File: src/rtl/tcsi_defs.vh
// Constants for the teach capture and stop interlock block.
//
// Contract
// - Teach input or set button after motion ends stores commanded position.
// - Teach works only in point-table mode; otherwise nothing changes.
// - Teach allowed only when command method field equals 0 (absolute).
// - Teach allowed only while home return done is asserted.
// - Teach allowed only at rest: command output zero and travel complete.
// - Holding set about 2 s enters teach setting mode, lower digits blink.
// - Up/down step table number; set then makes upper digits blink.
// - Mode press while blinking returns to teach initial screen, no write.
// - Warn when speed exceeds 3076.7 r/min, or 3276.7*numerator/10 over 2000.
// - After power-on show startup indication, live data 2 s later.
// - Servo-on low shuts off power stage at once; motor coasts.
// - Alarm decelerates motor to stop; some alarm classes use dynamic brake.
// - Forced-stop-2 low decelerates along profile and raises stop warning.
// - Stroke limit low stops at once in servo lock; opposite way allowed.
// - Drive-ready asserted whenever in servo-on state.
// - Mode-select low means manual; a start input then starts rotation.
// - Test-mode forced stop halts at once and blocks starts until released.
`ifndef TCSI_DEFS_VH
`define TCSI_DEFS_VH

// ==========================================================
// Timing
`define TCSI_CLK_PERIOD_NS   10
`define TCSI_HOLD_TIME_MS    2000
`define TCSI_HOLD_CYCLES     (`TCSI_HOLD_TIME_MS*1000000/`TCSI_CLK_PERIOD_NS)

// ==========================================================
// Configuration values
`define TCSI_CMD_ABSOLUTE    4'h0
`define TCSI_GEAR_KNEE       32'd2000
// Speeds are in units of 0.1 r/min.
`define TCSI_SPEED_LOW_LIM   32'd30767
`define TCSI_SPEED_HIGH_K    32'd32767
`define TCSI_SPEED_HIGH_DIV  32'd10

// ==========================================================
// Display states
`define TCSI_DISP_STARTUP    3'h0
`define TCSI_DISP_LIVE       3'h1
`define TCSI_DISP_TEACH_INIT 3'h2
`define TCSI_DISP_SEL_TABLE  3'h3
`define TCSI_DISP_TEACH_RDY  3'h4

// ==========================================================
// Stop actions
`define TCSI_STOP_NONE       3'h0
`define TCSI_STOP_COAST      3'h1
`define TCSI_STOP_DECEL      3'h2
`define TCSI_STOP_DBRAKE     3'h3
`define TCSI_STOP_LOCK       3'h4
`define TCSI_STOP_INSTANT    3'h5

`endif

File: src/rtl/tcsi_top.v
// Teach capture, stop reactions and start interlocks of the drive.
`timescale 1ns/1ps
`include "tcsi_defs.vh"

module tcsi_top #(
	parameter POS_W       = 32,
	parameter IDX_W       = 5,
	parameter TABLE_DEPTH = 32,
	parameter SPD_W       = 20,
	parameter GEAR_W      = 24,
	parameter HOLD_CYCLES = `TCSI_HOLD_CYCLES
) (
	// Clock and reset
	input  wire              i_clk,
	input  wire              i_nrst,
	// Controller inputs
	input  wire              i_servo_on_input,
	input  wire              i_forced_stop_two,
	input  wire              i_fwd_stroke_limit,
	input  wire              i_rev_stroke_limit,
	input  wire              i_fwd_start_input,
	input  wire              i_rev_start_input,
	input  wire              i_operation_mode_select,
	input  wire              i_teach_input,
	// Front panel buttons
	input  wire              i_btn_set,
	input  wire              i_btn_mode,
	input  wire              i_btn_up,
	input  wire              i_btn_down,
	// Drive status and configuration
	input  wire              i_point_table_mode,
	input  wire              i_test_mode,
	input  wire              i_test_forced_stop,
	input  wire [3:0]        i_position_command_config,
	input  wire              i_home_return_done,
	input  wire              i_travel_complete,
	input  wire              i_cmd_output_zero,
	input  wire [POS_W-1:0]  i_cmd_position,
	input  wire              i_alarm,
	input  wire              i_alarm_dbrake_class,
	input  wire [SPD_W-1:0]  i_speed_abs,
	input  wire [GEAR_W-1:0] i_gear_numerator,
	// Table read port
	input  wire [IDX_W-1:0]  i_table_rd_idx,
	output reg  [POS_W-1:0]  o_table_rd_data,
	// Drive outputs
	output reg               o_drive_ready,
	output reg               o_power_stage_on,
	output reg  [2:0]        o_stop_action,
	output reg               o_run_fwd,
	output reg               o_run_rev,
	output reg               o_forced_stop_warning,
	output reg               o_abs_counter_speed_warning,
	// Display
	output reg  [2:0]        o_disp_state,
	output reg  [IDX_W-1:0]  o_disp_table_idx,
	output reg               o_blink_lower,
	output reg               o_blink_upper,
	output reg               o_teach_written
);

	// ==========================================================
	// Helpers
	// Rising-edge test shared by the panel buttons and the teach input.
	function edge_rise;
		input cur;
		input prev;
		begin
			edge_rise = cur & ~prev;
		end
	endfunction

	// ==========================================================
	// Button and input edge detection
	// The delay flops reset low, the idle level of every input, so no false
	// edge follows reset.
	reg set_d;
	reg mode_d;
	reg up_d;
	reg down_d;
	reg teach_d;
	reg tfs_d;

	wire set_rise;
	wire set_fall;
	wire mode_rise;
	wire up_rise;
	wire down_rise;
	wire teach_rise;
	wire tfs_rise;

	assign set_rise   = edge_rise(i_btn_set, set_d);
	assign set_fall   = edge_rise(set_d, i_btn_set);
	assign mode_rise  = edge_rise(i_btn_mode, mode_d);
	assign up_rise    = edge_rise(i_btn_up, up_d);
	assign down_rise  = edge_rise(i_btn_down, down_d);
	assign teach_rise = edge_rise(i_teach_input, teach_d);
	assign tfs_rise   = edge_rise(i_test_forced_stop, tfs_d);

	always @(posedge i_clk or negedge i_nrst) begin
		if (!i_nrst) begin
			set_d   <= 1'b0;
			mode_d  <= 1'b0;
			up_d    <= 1'b0;
			down_d  <= 1'b0;
			teach_d <= 1'b0;
			tfs_d   <= 1'b0;
		end else begin
			set_d   <= i_btn_set;
			mode_d  <= i_btn_mode;
			up_d    <= i_btn_up;
			down_d  <= i_btn_down;
			teach_d <= i_teach_input;
			tfs_d   <= i_test_forced_stop;
		end
	end

	// ==========================================================
	// Shared timer for startup and long set press
	// One counter serves both because they never overlap in time.
	// It stops at its end count, so a long hold cannot wrap and fire twice.
	reg  [31:0] timer;
	wire        timer_done;
	wire        timing_startup;
	wire        timing_hold;

	assign timing_startup = (o_disp_state == `TCSI_DISP_STARTUP);
	assign timing_hold    = (o_disp_state == `TCSI_DISP_TEACH_INIT)
			&& i_btn_set && set_d;
	assign timer_done     = (timer >= HOLD_CYCLES - 1);

	always @(posedge i_clk or negedge i_nrst) begin
		if (!i_nrst) begin
			timer <= 32'h0;
		end else if ((timing_startup || timing_hold) && !timer_done) begin
			timer <= timer + 32'h1;
		end else if (!(timing_startup || timing_hold)) begin
			timer <= 32'h0;
		end
	end

	// ==========================================================
	// Teach conditions
	wire teach_allowed;
	wire teach_request;
	wire set_consumed;

	assign teach_allowed = i_point_table_mode
			&& (i_position_command_config == `TCSI_CMD_ABSOLUTE)
			&& i_home_return_done
			&& i_cmd_output_zero && i_travel_complete;
	// Set writes only in state 4; elsewhere it only steers the display.
	assign teach_request = teach_rise
			|| (set_rise && o_disp_state == `TCSI_DISP_TEACH_RDY);

	// A long press also ends with a release; that release must not teach.
	reg hold_fired;
	assign set_consumed = hold_fired;

	// ==========================================================
	// Display state machine
	// Last table entry; up and down wrap at the ends of the table.
	localparam [31:0] LAST_IDX = TABLE_DEPTH - 1;
	reg [2:0]       next_disp;
	reg [IDX_W-1:0] next_idx;

	always @* begin
		next_disp = o_disp_state;
		next_idx  = o_disp_table_idx;
		case (o_disp_state)
		`TCSI_DISP_STARTUP: begin
			if (timer_done) begin
				next_disp = `TCSI_DISP_LIVE;
			end
		end
		`TCSI_DISP_LIVE: begin
			if (i_point_table_mode && mode_rise) begin
				next_disp = `TCSI_DISP_TEACH_INIT;
			end
		end
		`TCSI_DISP_TEACH_INIT: begin
			if (!i_point_table_mode) begin
				next_disp = `TCSI_DISP_LIVE;
			end else if (timing_hold && timer_done) begin
				next_disp = `TCSI_DISP_SEL_TABLE;
			end else if (mode_rise) begin
				next_disp = `TCSI_DISP_LIVE;
			end
		end
		`TCSI_DISP_SEL_TABLE: begin
			if (mode_rise) begin
				next_disp = `TCSI_DISP_TEACH_INIT;
			end else if (set_rise && !set_consumed) begin
				next_disp = `TCSI_DISP_TEACH_RDY;
			end else if (up_rise) begin
				next_idx = (o_disp_table_idx == LAST_IDX[IDX_W-1:0]) ?
						{IDX_W{1'b0}} :
						o_disp_table_idx + 1'b1;
			end else if (down_rise) begin
				next_idx = (o_disp_table_idx == {IDX_W{1'b0}}) ?
						LAST_IDX[IDX_W-1:0] :
						o_disp_table_idx - 1'b1;
			end
		end
		`TCSI_DISP_TEACH_RDY: begin
			if (mode_rise) begin
				next_disp = `TCSI_DISP_TEACH_INIT;
			end
		end
		default: begin
			next_disp = `TCSI_DISP_LIVE;
		end
		endcase
	end

	always @(posedge i_clk or negedge i_nrst) begin
		if (!i_nrst) begin
			o_disp_state     <= `TCSI_DISP_STARTUP;
			o_disp_table_idx <= {IDX_W{1'b0}};
			o_blink_lower    <= 1'b0;
			o_blink_upper    <= 1'b0;
			hold_fired       <= 1'b0;
		end else begin
			o_disp_state     <= next_disp;
			o_disp_table_idx <= next_idx;
			o_blink_lower    <= (next_disp == `TCSI_DISP_SEL_TABLE);
			o_blink_upper    <= (next_disp == `TCSI_DISP_TEACH_RDY);
			if (timing_hold && timer_done) begin
				hold_fired <= 1'b1;
			end else if (set_fall) begin
				hold_fired <= 1'b0;
			end
		end
	end

	// ==========================================================
	// Point table position storage
	// The table has no reset; an entry reads unknown until it is taught.
	reg [POS_W-1:0] table_mem [0:TABLE_DEPTH-1];
	wire            do_write;

	// Teach input acts only in the live, teach initial and teach-ready display states.
	assign do_write = teach_request && teach_allowed
			&& (o_disp_state == `TCSI_DISP_TEACH_RDY
			|| o_disp_state == `TCSI_DISP_TEACH_INIT
			|| o_disp_state == `TCSI_DISP_LIVE);

	always @(posedge i_clk) begin
		if (do_write) begin
			table_mem[o_disp_table_idx] <= i_cmd_position;
		end
	end

	always @(posedge i_clk or negedge i_nrst) begin
		if (!i_nrst) begin
			o_table_rd_data <= {POS_W{1'b0}};
			o_teach_written <= 1'b0;
		end else begin
			o_table_rd_data <= table_mem[i_table_rd_idx];
			o_teach_written <= do_write;
		end
	end

	// ==========================================================
	// Speed warning
	wire over_limit;

	tcsi_speed_check #(
		.SPD_W  (SPD_W),
		.GEAR_W (GEAR_W)
	) u_speed (
		.i_clk            (i_clk),
		.i_nrst           (i_nrst),
		.i_speed_abs      (i_speed_abs),
		.i_gear_numerator (i_gear_numerator),
		.o_over_limit     (over_limit)
	);

	// ==========================================================
	// Stop reactions and start interlocks
	// The controller keeps starts and servo-on low around power changes, so
	// no extra power-up guard is needed here.
	reg        test_stop_latched;
	reg [2:0]  next_stop;
	wire       servo_on_state;
	wire       start_ok;
	wire       brake_alarm;

	// Brake-class alarms also cut the power stage so the brake can act.
	assign brake_alarm    = i_alarm && i_alarm_dbrake_class;
	assign servo_on_state = i_servo_on_input && i_forced_stop_two;
	assign start_ok = servo_on_state && !i_alarm
			&& !(i_test_mode && test_stop_latched)
			&& !i_operation_mode_select;

	always @* begin
		next_stop = `TCSI_STOP_NONE;
		if (!i_servo_on_input) begin
			next_stop = `TCSI_STOP_COAST;
		end else if (i_alarm) begin
			next_stop = i_alarm_dbrake_class ? `TCSI_STOP_DBRAKE :
					`TCSI_STOP_DECEL;
		end else if (i_test_mode && test_stop_latched) begin
			next_stop = `TCSI_STOP_INSTANT;
		end else if (!i_forced_stop_two) begin
			next_stop = `TCSI_STOP_DECEL;
		end else if (!i_fwd_stroke_limit || !i_rev_stroke_limit) begin
			next_stop = `TCSI_STOP_LOCK;
		end
	end

	always @(posedge i_clk or negedge i_nrst) begin
		if (!i_nrst) begin
			test_stop_latched           <= 1'b0;
			o_drive_ready               <= 1'b0;
			o_power_stage_on            <= 1'b0;
			// Reset reads as coast: the power stage is off until servo-on.
			o_stop_action               <= `TCSI_STOP_COAST;
			o_run_fwd                   <= 1'b0;
			o_run_rev                   <= 1'b0;
			o_forced_stop_warning       <= 1'b0;
			o_abs_counter_speed_warning <= 1'b0;
		end else begin
			if (!i_test_mode) begin
				test_stop_latched <= 1'b0;
			end else if (tfs_rise) begin
				test_stop_latched <= ~test_stop_latched;
			end
			o_drive_ready    <= servo_on_state;
			o_power_stage_on <= i_servo_on_input
					&& !brake_alarm;
			o_stop_action    <= next_stop;
			// A blocked limit stops only its own direction.
			o_run_fwd <= start_ok && i_fwd_start_input
					&& i_fwd_stroke_limit;
			o_run_rev <= start_ok && i_rev_start_input
					&& i_rev_stroke_limit;
			o_forced_stop_warning <= i_servo_on_input
					&& !i_forced_stop_two;
			o_abs_counter_speed_warning <= over_limit;
		end
	end

endmodule

File: src/rtl/tcsi_speed_check.v
// Speed limit check for the absolute position counter warning.
`timescale 1ns/1ps
`include "tcsi_defs.vh"

module tcsi_speed_check #(
	parameter SPD_W  = 20,
	parameter GEAR_W = 24
) (
	// Clock and reset
	input  wire              i_clk,
	input  wire              i_nrst,
	// Measurements
	input  wire [SPD_W-1:0]  i_speed_abs,
	input  wire [GEAR_W-1:0] i_gear_numerator,
	// Result
	output reg               o_over_limit
);

	// ==========================================================
	// Limit computation
	// Compare speed*10 against 32767*gear to avoid a divider in the path.
	wire [63:0] lhs_high;
	wire [63:0] rhs_high;
	wire        high_gear;
	wire        next_over;

	assign lhs_high  = {{(64-SPD_W){1'b0}}, i_speed_abs} * 64'd10;
	assign rhs_high  = {{(64-GEAR_W){1'b0}}, i_gear_numerator}
			* {32'h0, `TCSI_SPEED_HIGH_K};
	assign high_gear = {{(32-GEAR_W){1'b0}}, i_gear_numerator}
			> `TCSI_GEAR_KNEE;
	assign next_over = high_gear ? (lhs_high > rhs_high) :
			({{(32-SPD_W){1'b0}}, i_speed_abs} > `TCSI_SPEED_LOW_LIM);

	always @(posedge i_clk or negedge i_nrst) begin
		if (!i_nrst) begin
			o_over_limit <= 1'b0;
		end else begin
			o_over_limit <= next_over;
		end
	end

endmodule

File: config.mk
export PLATFORM = sky130hd
export DESIGN_NAME = tcsi_top
export DESIGN_NICKNAME = d
export VERILOG_FILES = /design/src/rtl/tcsi_top.v /design/src/rtl/tcsi_speed_check.v
export VERILOG_INCLUDE_DIRS = /design/src /design/src/rtl
export SDC_FILE = /design/constraint.sdc
export NUM_CORES = 1
export LEC_CHECK = 0
export BUFFER_PORTS_ARGS = -buffer_cell sky130_fd_sc_hd__buf_2
export CORE_MARGIN = 5
export CORE_UTILIZATION = 50
export CTS_CLUSTER_SIZE = 10
export DETAILED_ROUTE_END_ITERATION = 16
export PLACE_DENSITY = 0.69
export SYNTH_ARGS = -nofsm -noshare
export SYNTH_HDL_FRONTEND = slang
export SYNTH_SLANG_ARGS = --single-unit
File: constraint.sdc
create_clock -name i_clk -period 3.4 [get_ports i_clk]
set_clock_uncertainty 0.2 [all_clocks]
set_input_delay 0.34 -clock i_clk [delete_from_list [all_inputs] [get_ports i_clk]]
set_output_delay 0.34 -clock i_clk [all_outputs]
set_load 0.005 [all_outputs]
==> results of run 1 <==
## timing repair
item                                    in CTS  in global routing
hold endpoints to repair                  1100                  0
pin swaps                                    1                  0
hold buffers                                58                  0
resized for setup                            0                  2
endpoints found under the setup margin       1                  1
## worst register-to-register path: cells and delay by family, from the launching register on
kind,cells,cell delay (ns)
AND/OR/NAND/NOR,4,1.42
AO/OA/AOI/OAI,2,0.32
buffers and inverters,2,0.48
flip-flops,1,0.54
## metrics by stage
| stage | setup TNS [ns] | hold slack, ns | cells | utilization | setup slack (ns) |
|---|---|---|---|---|---|
| 2_1_floorplan | -3.15 | -0.156 | 2822 | - | -3.15 |
| 3_3_place_gp | -3.77 | 0.135 | 4649 | 0.564 | -3.77 |
| 3_5_place_dp | -3.79 | 0.138 | 4649 | 0.564 | -3.79 |
| 4_1_cts | -3.09 | 0.0553 | 4920 | 0.607 | -3.09 |
| 5_1_grt | -3.56 | 0.0636 | 4923 | 0.607 | -3.56 |
| 6_report | -3.10 | 0.0877 | 4925 | 0.607 | -3.10 |
## layer usage
metal	GRT usage	part of all wire	up-vias
li1	-	-	12200
met1	0.319	0.40	14900
met2	0.403	0.51	1013
met3	0.0455	0.066	173
met4	0.0634	0.022	2
met5	0	0.00010	-
## kinds of logic after synthesis
| family | share of synthesized area |
|---|---|
| compound gates | 0.0295 |
| fa+ha+maj | 0.110 |
| mux | 0.148 |
| flops | 0.643 |
| xor+xnor | 0.0112 |
| buf+inv | 0.0273 |
| simple gates | 0.0308 |
## flip-flops by register name, summed over array words and instances, names as in the netlist
signal	count
o_disp_table_idx	5
mode_d	1
o_stop_action	3
o_disp_state	3
o_blink_upper	1
u_speed.o_over_limit	1
teach_d	1
table_mem	1024
o_power_stage_on	1
timer	32
hold_fired	1
set_d	1
o_run_rev	1
o_forced_stop_warning	1
test_stop_latched	1
o_drive_ready	1
o_abs_counter_speed_warning	1
up_d	1
tfs_d	1
down_d	1
o_teach_written	1
o_table_rd_data	32
o_blink_lower	1
o_run_fwd	1
## cell type report
cell class	count	area share
clock inverter	18	0.00394
clock buffer	195	0.0575
inverter	279	0.0170
multi-input combinational	1332	0.280
antenna	5	0.000202
tap	1368	0.0276
timing repair buffer	611	0.0797
sequential	1117	0.534
## synthesized netlist by cell type (35+ instances only)
master	instances	share of area
edfxtp_1	1024	0.60
mux4_2	320	0.14
inv_1	279	0.020
fa_1	176	0.068
ha_1	172	0.042
nor2_1	103	0.0075
dfrtp_1	92	0.045
a21oi_1	81	0.0079
nand2_1	67	0.0049
clkbuf_1	62	0.0045
o21ai_0	46	0.0045
xnor2_1	43	0.0073
mux2_2	35	0.0077
## worst paths after layout
kind,startpoint,end,slack [ns],depth (start not counted)
hold reg to reg,u_speed.o_over_limit,o_abs_counter_speed_warning,0.16,0
max in group asynchronous,i_nrst,o_table_rd_data[25],2.02,3
setup / recovery,i_gear_numerator[8],u_speed.o_over_limit,-3.10,27
min in group i_clk,i_btn_down,down_d,0.09,2
setup reg to reg,o_disp_state[2],table_mem[27][29],0.12,8
hold / removal,i_nrst,o_disp_state[1],0.09,2
## placed cells by master, fill, tap and decap left out, drive strengths merged, types with 14 or more instances in the layout
| cell type | instances |
|---|---|
| dlygate4sd3 | 58 |
| mux4 | 320 |
| edfxtp | 1024 |
| clkbuf | 195 |
| dfrtp | 92 |
| ha | 172 |
| and3 | 14 |
| nor2 | 103 |
| nand2 | 67 |
| inv | 287 |
| mux2 | 35 |
| xnor2 | 43 |
| nor3 | 19 |
| a21oi | 81 |
| nand3 | 30 |
| nand4 | 15 |
| o21ai | 47 |
| buf | 553 |
| xor2 | 23 |
| a21o | 26 |
| fa | 176 |
==> metrics.md, run 1 <==
| Metric | Value |
|---|---|
| Initial antenna violation count | 6 |
| Ys async rst share | 0.0833 |
| Die height | 331 um |
| Average wire per standard cell | 25.8 um |
| DR iter-0 viols | 2514 |
| CTS sink count | 1117 |
| Worst path slowest cell | fa_1 |
| Register area | 33100 um2 |
| Clock-pin slew on the worst setup and hold paths | 0.05 ns |
| Mapped Nets | 3277 |
| CTS root buffer | clkbuf_16 |
| Cells after Synth | 2822 |
| DIE AREA | 109000 um2 |
| CTS tree | done |
| Sequential share of the synthesized area | 0.643 |
| FMAX | 154 MHz |
| Post-CTS Setup Repair Bufs | 0 |
| Crit path time final | 6.50 ns |
| Synth cell types | 71 |
| Flop and latch count out of synthesis | 1117 |
| Area of the multi-input gates | 17400 um2 |
| First-pass GRT wire length | 191000 um |
| GRT Total Usage | 0.237 |
| Clk_lat worst skew | 0.72 ns |
| Status | finished, violations left |
| Layout cells sized above 1 | 0.319 |
| Mapped cell area | 51500 um2 |
| Failing checks | negative setup slack |
| DR vias | 28300 |
| Buf/Inv on CP | 6 |
| Most used cell, CP | fa_1 |
| # fillers | 7322 |
| H-tree levels | 4 |
| Max transition margin | 0.280 |
| FP Rows | 117 |
| Final setup vio count | 1 |
| Crit start category | input pin |
| Starting Density | 0.504 |
| Final WS setup | -3.10 ns |
| Min-Delay Path Class | in -> async |
| MaxCap Viol Count | 0 |
| IO buf count | 158 |
| DR DRC count | 0 |
| Vias in the first global route | 30400 |
| Slowest cell delay on critical path | 0.61 ns |
| I/O pin total | 159 |
| Critical path class | in -> reg |
| GRT overflow | 0 |
| Synth Flop Type | edfxtp_1 |
| Routability congestion estimate | 0.859 |
| Antenna viol nets, final | 0 |
| CP Max Fanout | 5 |
| RSZ-0062 raised after global routing | true |
| Net count, final | 3927 |
| Initial DRT Pass Iterations | 5 |
| Worst Tran Pin Value | 1.08 ns |
| Required @ worst endpoint | 3.81 ns |
| Final instance area | 62000 um2 |
| Area grow syn2layout | 20.4% |
| Pin count of the biggest net entering global routing | 56 |
| Number of synthesized flops with an enable pin | 1024 |
| Fin crit share | 1.91 |
| Clk buf depth | 3 |
| Post-DP Area | 57600 um2 |
| Top delay family on crit path | adder cells |
| Hold Fails Final Rpt | 0 |
| Final Slew Violations | 0 |
| Post-detail-place hpwl | 79100 um |
| Vias per inst | 5.74 |
| Synthesis Warnings | 0 |
| Die width | 331 um |
| Crit path DAT | 6.91 ns |
| CTS Buf Count | 131 |
| Setup crit end kind | flip-flop |
| Total core area | 102000 um2 |
| Avg Cell Area, Syn | 18.2 um2 |
| Final wirelength | 127000 um |
Power of run 1 is not shown: default switching activity piles up to over one toggle a cycle in this logic, so the estimate is an artifact.
==> inputs of run 2 (changes only) <==
==> constraint.sdc (replaced) <==
create_clock -name i_clk -period 3.4 [get_ports i_clk]
set_clock_uncertainty 0.2 [all_clocks]
set_input_delay 0.34 -clock i_clk [delete_from_list [all_inputs] [get_ports i_clk]]
set_output_delay 0.34 -clock i_clk [all_outputs]
set_load 0.05 [all_outputs]
==> metrics.md, run 2 (synthesized netlist as in run 1, its figures left out) <==
| Metric | Value |
|---|---|
| Hold Fails Final Rpt | 0 |
| GRT Total Usage | 0.239 |
| FMAX | 150 MHz |
| Placed Cells | 4654 |
| Worst reg2reg path depth | 7 |
| Starting Density | 0.504 |
| Vias per inst | 5.79 |
| Setup slack, reg-to-reg | 0.35 ns |
| First-pass GRT wire length | 192000 um |
| Crit path DAT | 7.07 ns |
| Min-Delay Path Class | in -> async |
| Largest regs | table_mem (1024), o_table_rd_data (32), timer (32) |
| Final WS setup | -3.26 ns |
| Post-layout util | 0.608 |
| CTS root buffer | clkbuf_16 |
| Status | finished, violations left |
| Worst Tran Pin Value | 1.04 ns |
| Commonest non-fill, non-tap cell in the layout | edfxtp_1 |
| Crit path time final | 6.66 ns |
| Wire length on met1 | 49200 um |
| Final setup vio count | 1 |
| Number of flip-flops in the largest register | 1024 |
| Clk_lat worst skew | 0.71 ns |
| H-tree levels | 4 |
| Initial antenna violation count | 5 |
| MaxCap Viol Count | 0 |
| Routability congestion estimate | 0.880 |
| Clk buf depth | 3 |
| CTS Buf Count | 130 |
| DIE AREA | 109000 um2 |
| Metal3 WL | 9400 um |
| Hold Slack | 0.0277 ns |
| Routed length on met2 | 65800 um |
| Initial DRT Pass Iterations | 6 |
| Vias in the first global route | 30800 |
| Pin count of the biggest net entering global routing | 58 |
| Finished Layout Cells | 4934 |
| DR DRC count | 0 |
| Max transition margin | 0.306 |
| Setup crit end kind | flip-flop |
| Net count, final | 3942 |
| Die width | 331 um |
| Critical path class | in -> reg |
| Total core area | 102000 um2 |
| Area grow syn2layout | 20.6% |
| # fillers | 7270 |
| CTS sink count | 1117 |
| GRT overflow | 0 |
| Antenna viol nets, final | 0 |
| RSZ-0062 raised after global routing | true |
| Final instance area | 62100 um2 |
| Final wirelength | 128000 um |
| Post-DP Area | 57500 um2 |
| Required @ worst endpoint | 3.81 ns |
| Clock-pin slew on the worst setup and hold paths | 0.05 ns |
| Failing checks | negative setup slack |
| DR vias | 28600 |
| Most frequent cells in the layout | edfxtp_1 (1024), buf_4 (375), mux4_2 (320), inv_1 (265) |
| Fin crit share | 1.96 |
| CP Max Fanout | 3 |
| Average wire per standard cell | 25.9 um |
| Layout cells sized above 1 | 0.328 |
| FP Rows | 117 |
| DR iter-0 viols | 2646 |
| IO buf count | 158 |
| Post-detail-place hpwl | 79200 um |
| Final Slew Violations | 0 |
| Top Metal Used | met5 |
| Reg with most FFs | table_mem |
| Die height | 331 um |
| CTS tree | done |
| Crit start category | input pin |
| I/O pin total | 159 |
-- run 2: changes by cell type in the layout (fill, tap and decap cells not counted), moves of 3 or more --
cell       delta
buf_4        +23
a21oi_2       +3
diode_2       -3
a21oi_1       -3
inv_6         -5
inv_1         -7
buf_12        -8
clkinv_16     -3
clkbuf_16     +3
inv_2         +6
clkinv_8      +4
-- run 2: repair_timing --
action	4_1_cts	5_1_grt
setup buffers	4	6
pin swaps	16	28
endpoints found under the setup margin	1	1
hold endpoints to repair	1093	0
hold buffers	59	0
resized for setup	10	22
-- run 2: critical path, stage by stage --
cell and delay (ns):
buf_2 0.13, fa_2 0.63, inv_1 0.08, fa_1 0.55, inv_1 0.10, fa_1 0.53
fa_1 0.52, fa_1 0.56, inv_1 0.06, fa_1 0.51, inv_1 0.05, ha_1 0.29
nand2_1 0.09, nor2_1 0.21, nand2_1 0.18, o21bai_2 0.20, a21oi_2 0.08, xnor2_1 0.14
ha_1 0.29, nand4_1 0.15, buf_4 0.18, a2111oi_2 0.21, nor4_1 0.08, o21ai_1 0.12
o2111ai_2 0.13, nor4_1 0.29, nand4_1 0.15, o31ai_2 0.23
-- run 2: worst paths after layout --
| path | from | to |
|---|---|---|
| setup reg to reg | timer[10] | timer[25] |
| setup / recovery | i_gear_numerator[5] | u_speed.o_over_limit |
| hold reg to reg | u_speed.o_over_limit | o_abs_counter_speed_warning |
| max in group asynchronous | i_nrst | o_table_rd_data[6] |
| hold / removal | i_nrst | o_forced_stop_warning |
| min in group i_clk | i_test_forced_stop | tfs_d |
-- run 2: area by class of cell --
class	count	area (um2)	share of cell area
multi-input cells	1332	17500	0.281
clock inverters	11	168	0.00270
clock buffers	198	3640	0.0586
well taps	1368	1710	0.0276
repair buffers	627	4970	0.0800
diodes	2	5.00	0.0000806
inverters	279	1050	0.0170
flip-flops and latches	1117	33100	0.533
-- run 2: layer usage --
metal / vias to the layer above / GRT usage
met4: 2 / 0.0677
met5: - / 0
met2: 1233 / 0.413
met1: 14900 / 0.316
li1: 12300 / -
met3: 226 / 0.0428
-- run 2: through the flow --
step           TNS, ns  setup WS (ns)
3_5_place_dp     -3.85          -3.85
3_3_place_gp     -3.78          -3.78
2_1_floorplan   -85.30          -3.15
5_1_grt          -3.52          -3.52
6_report         -3.26          -3.26
4_1_cts          -3.08          -3.08
Power of run 2 is left out for the same reason.
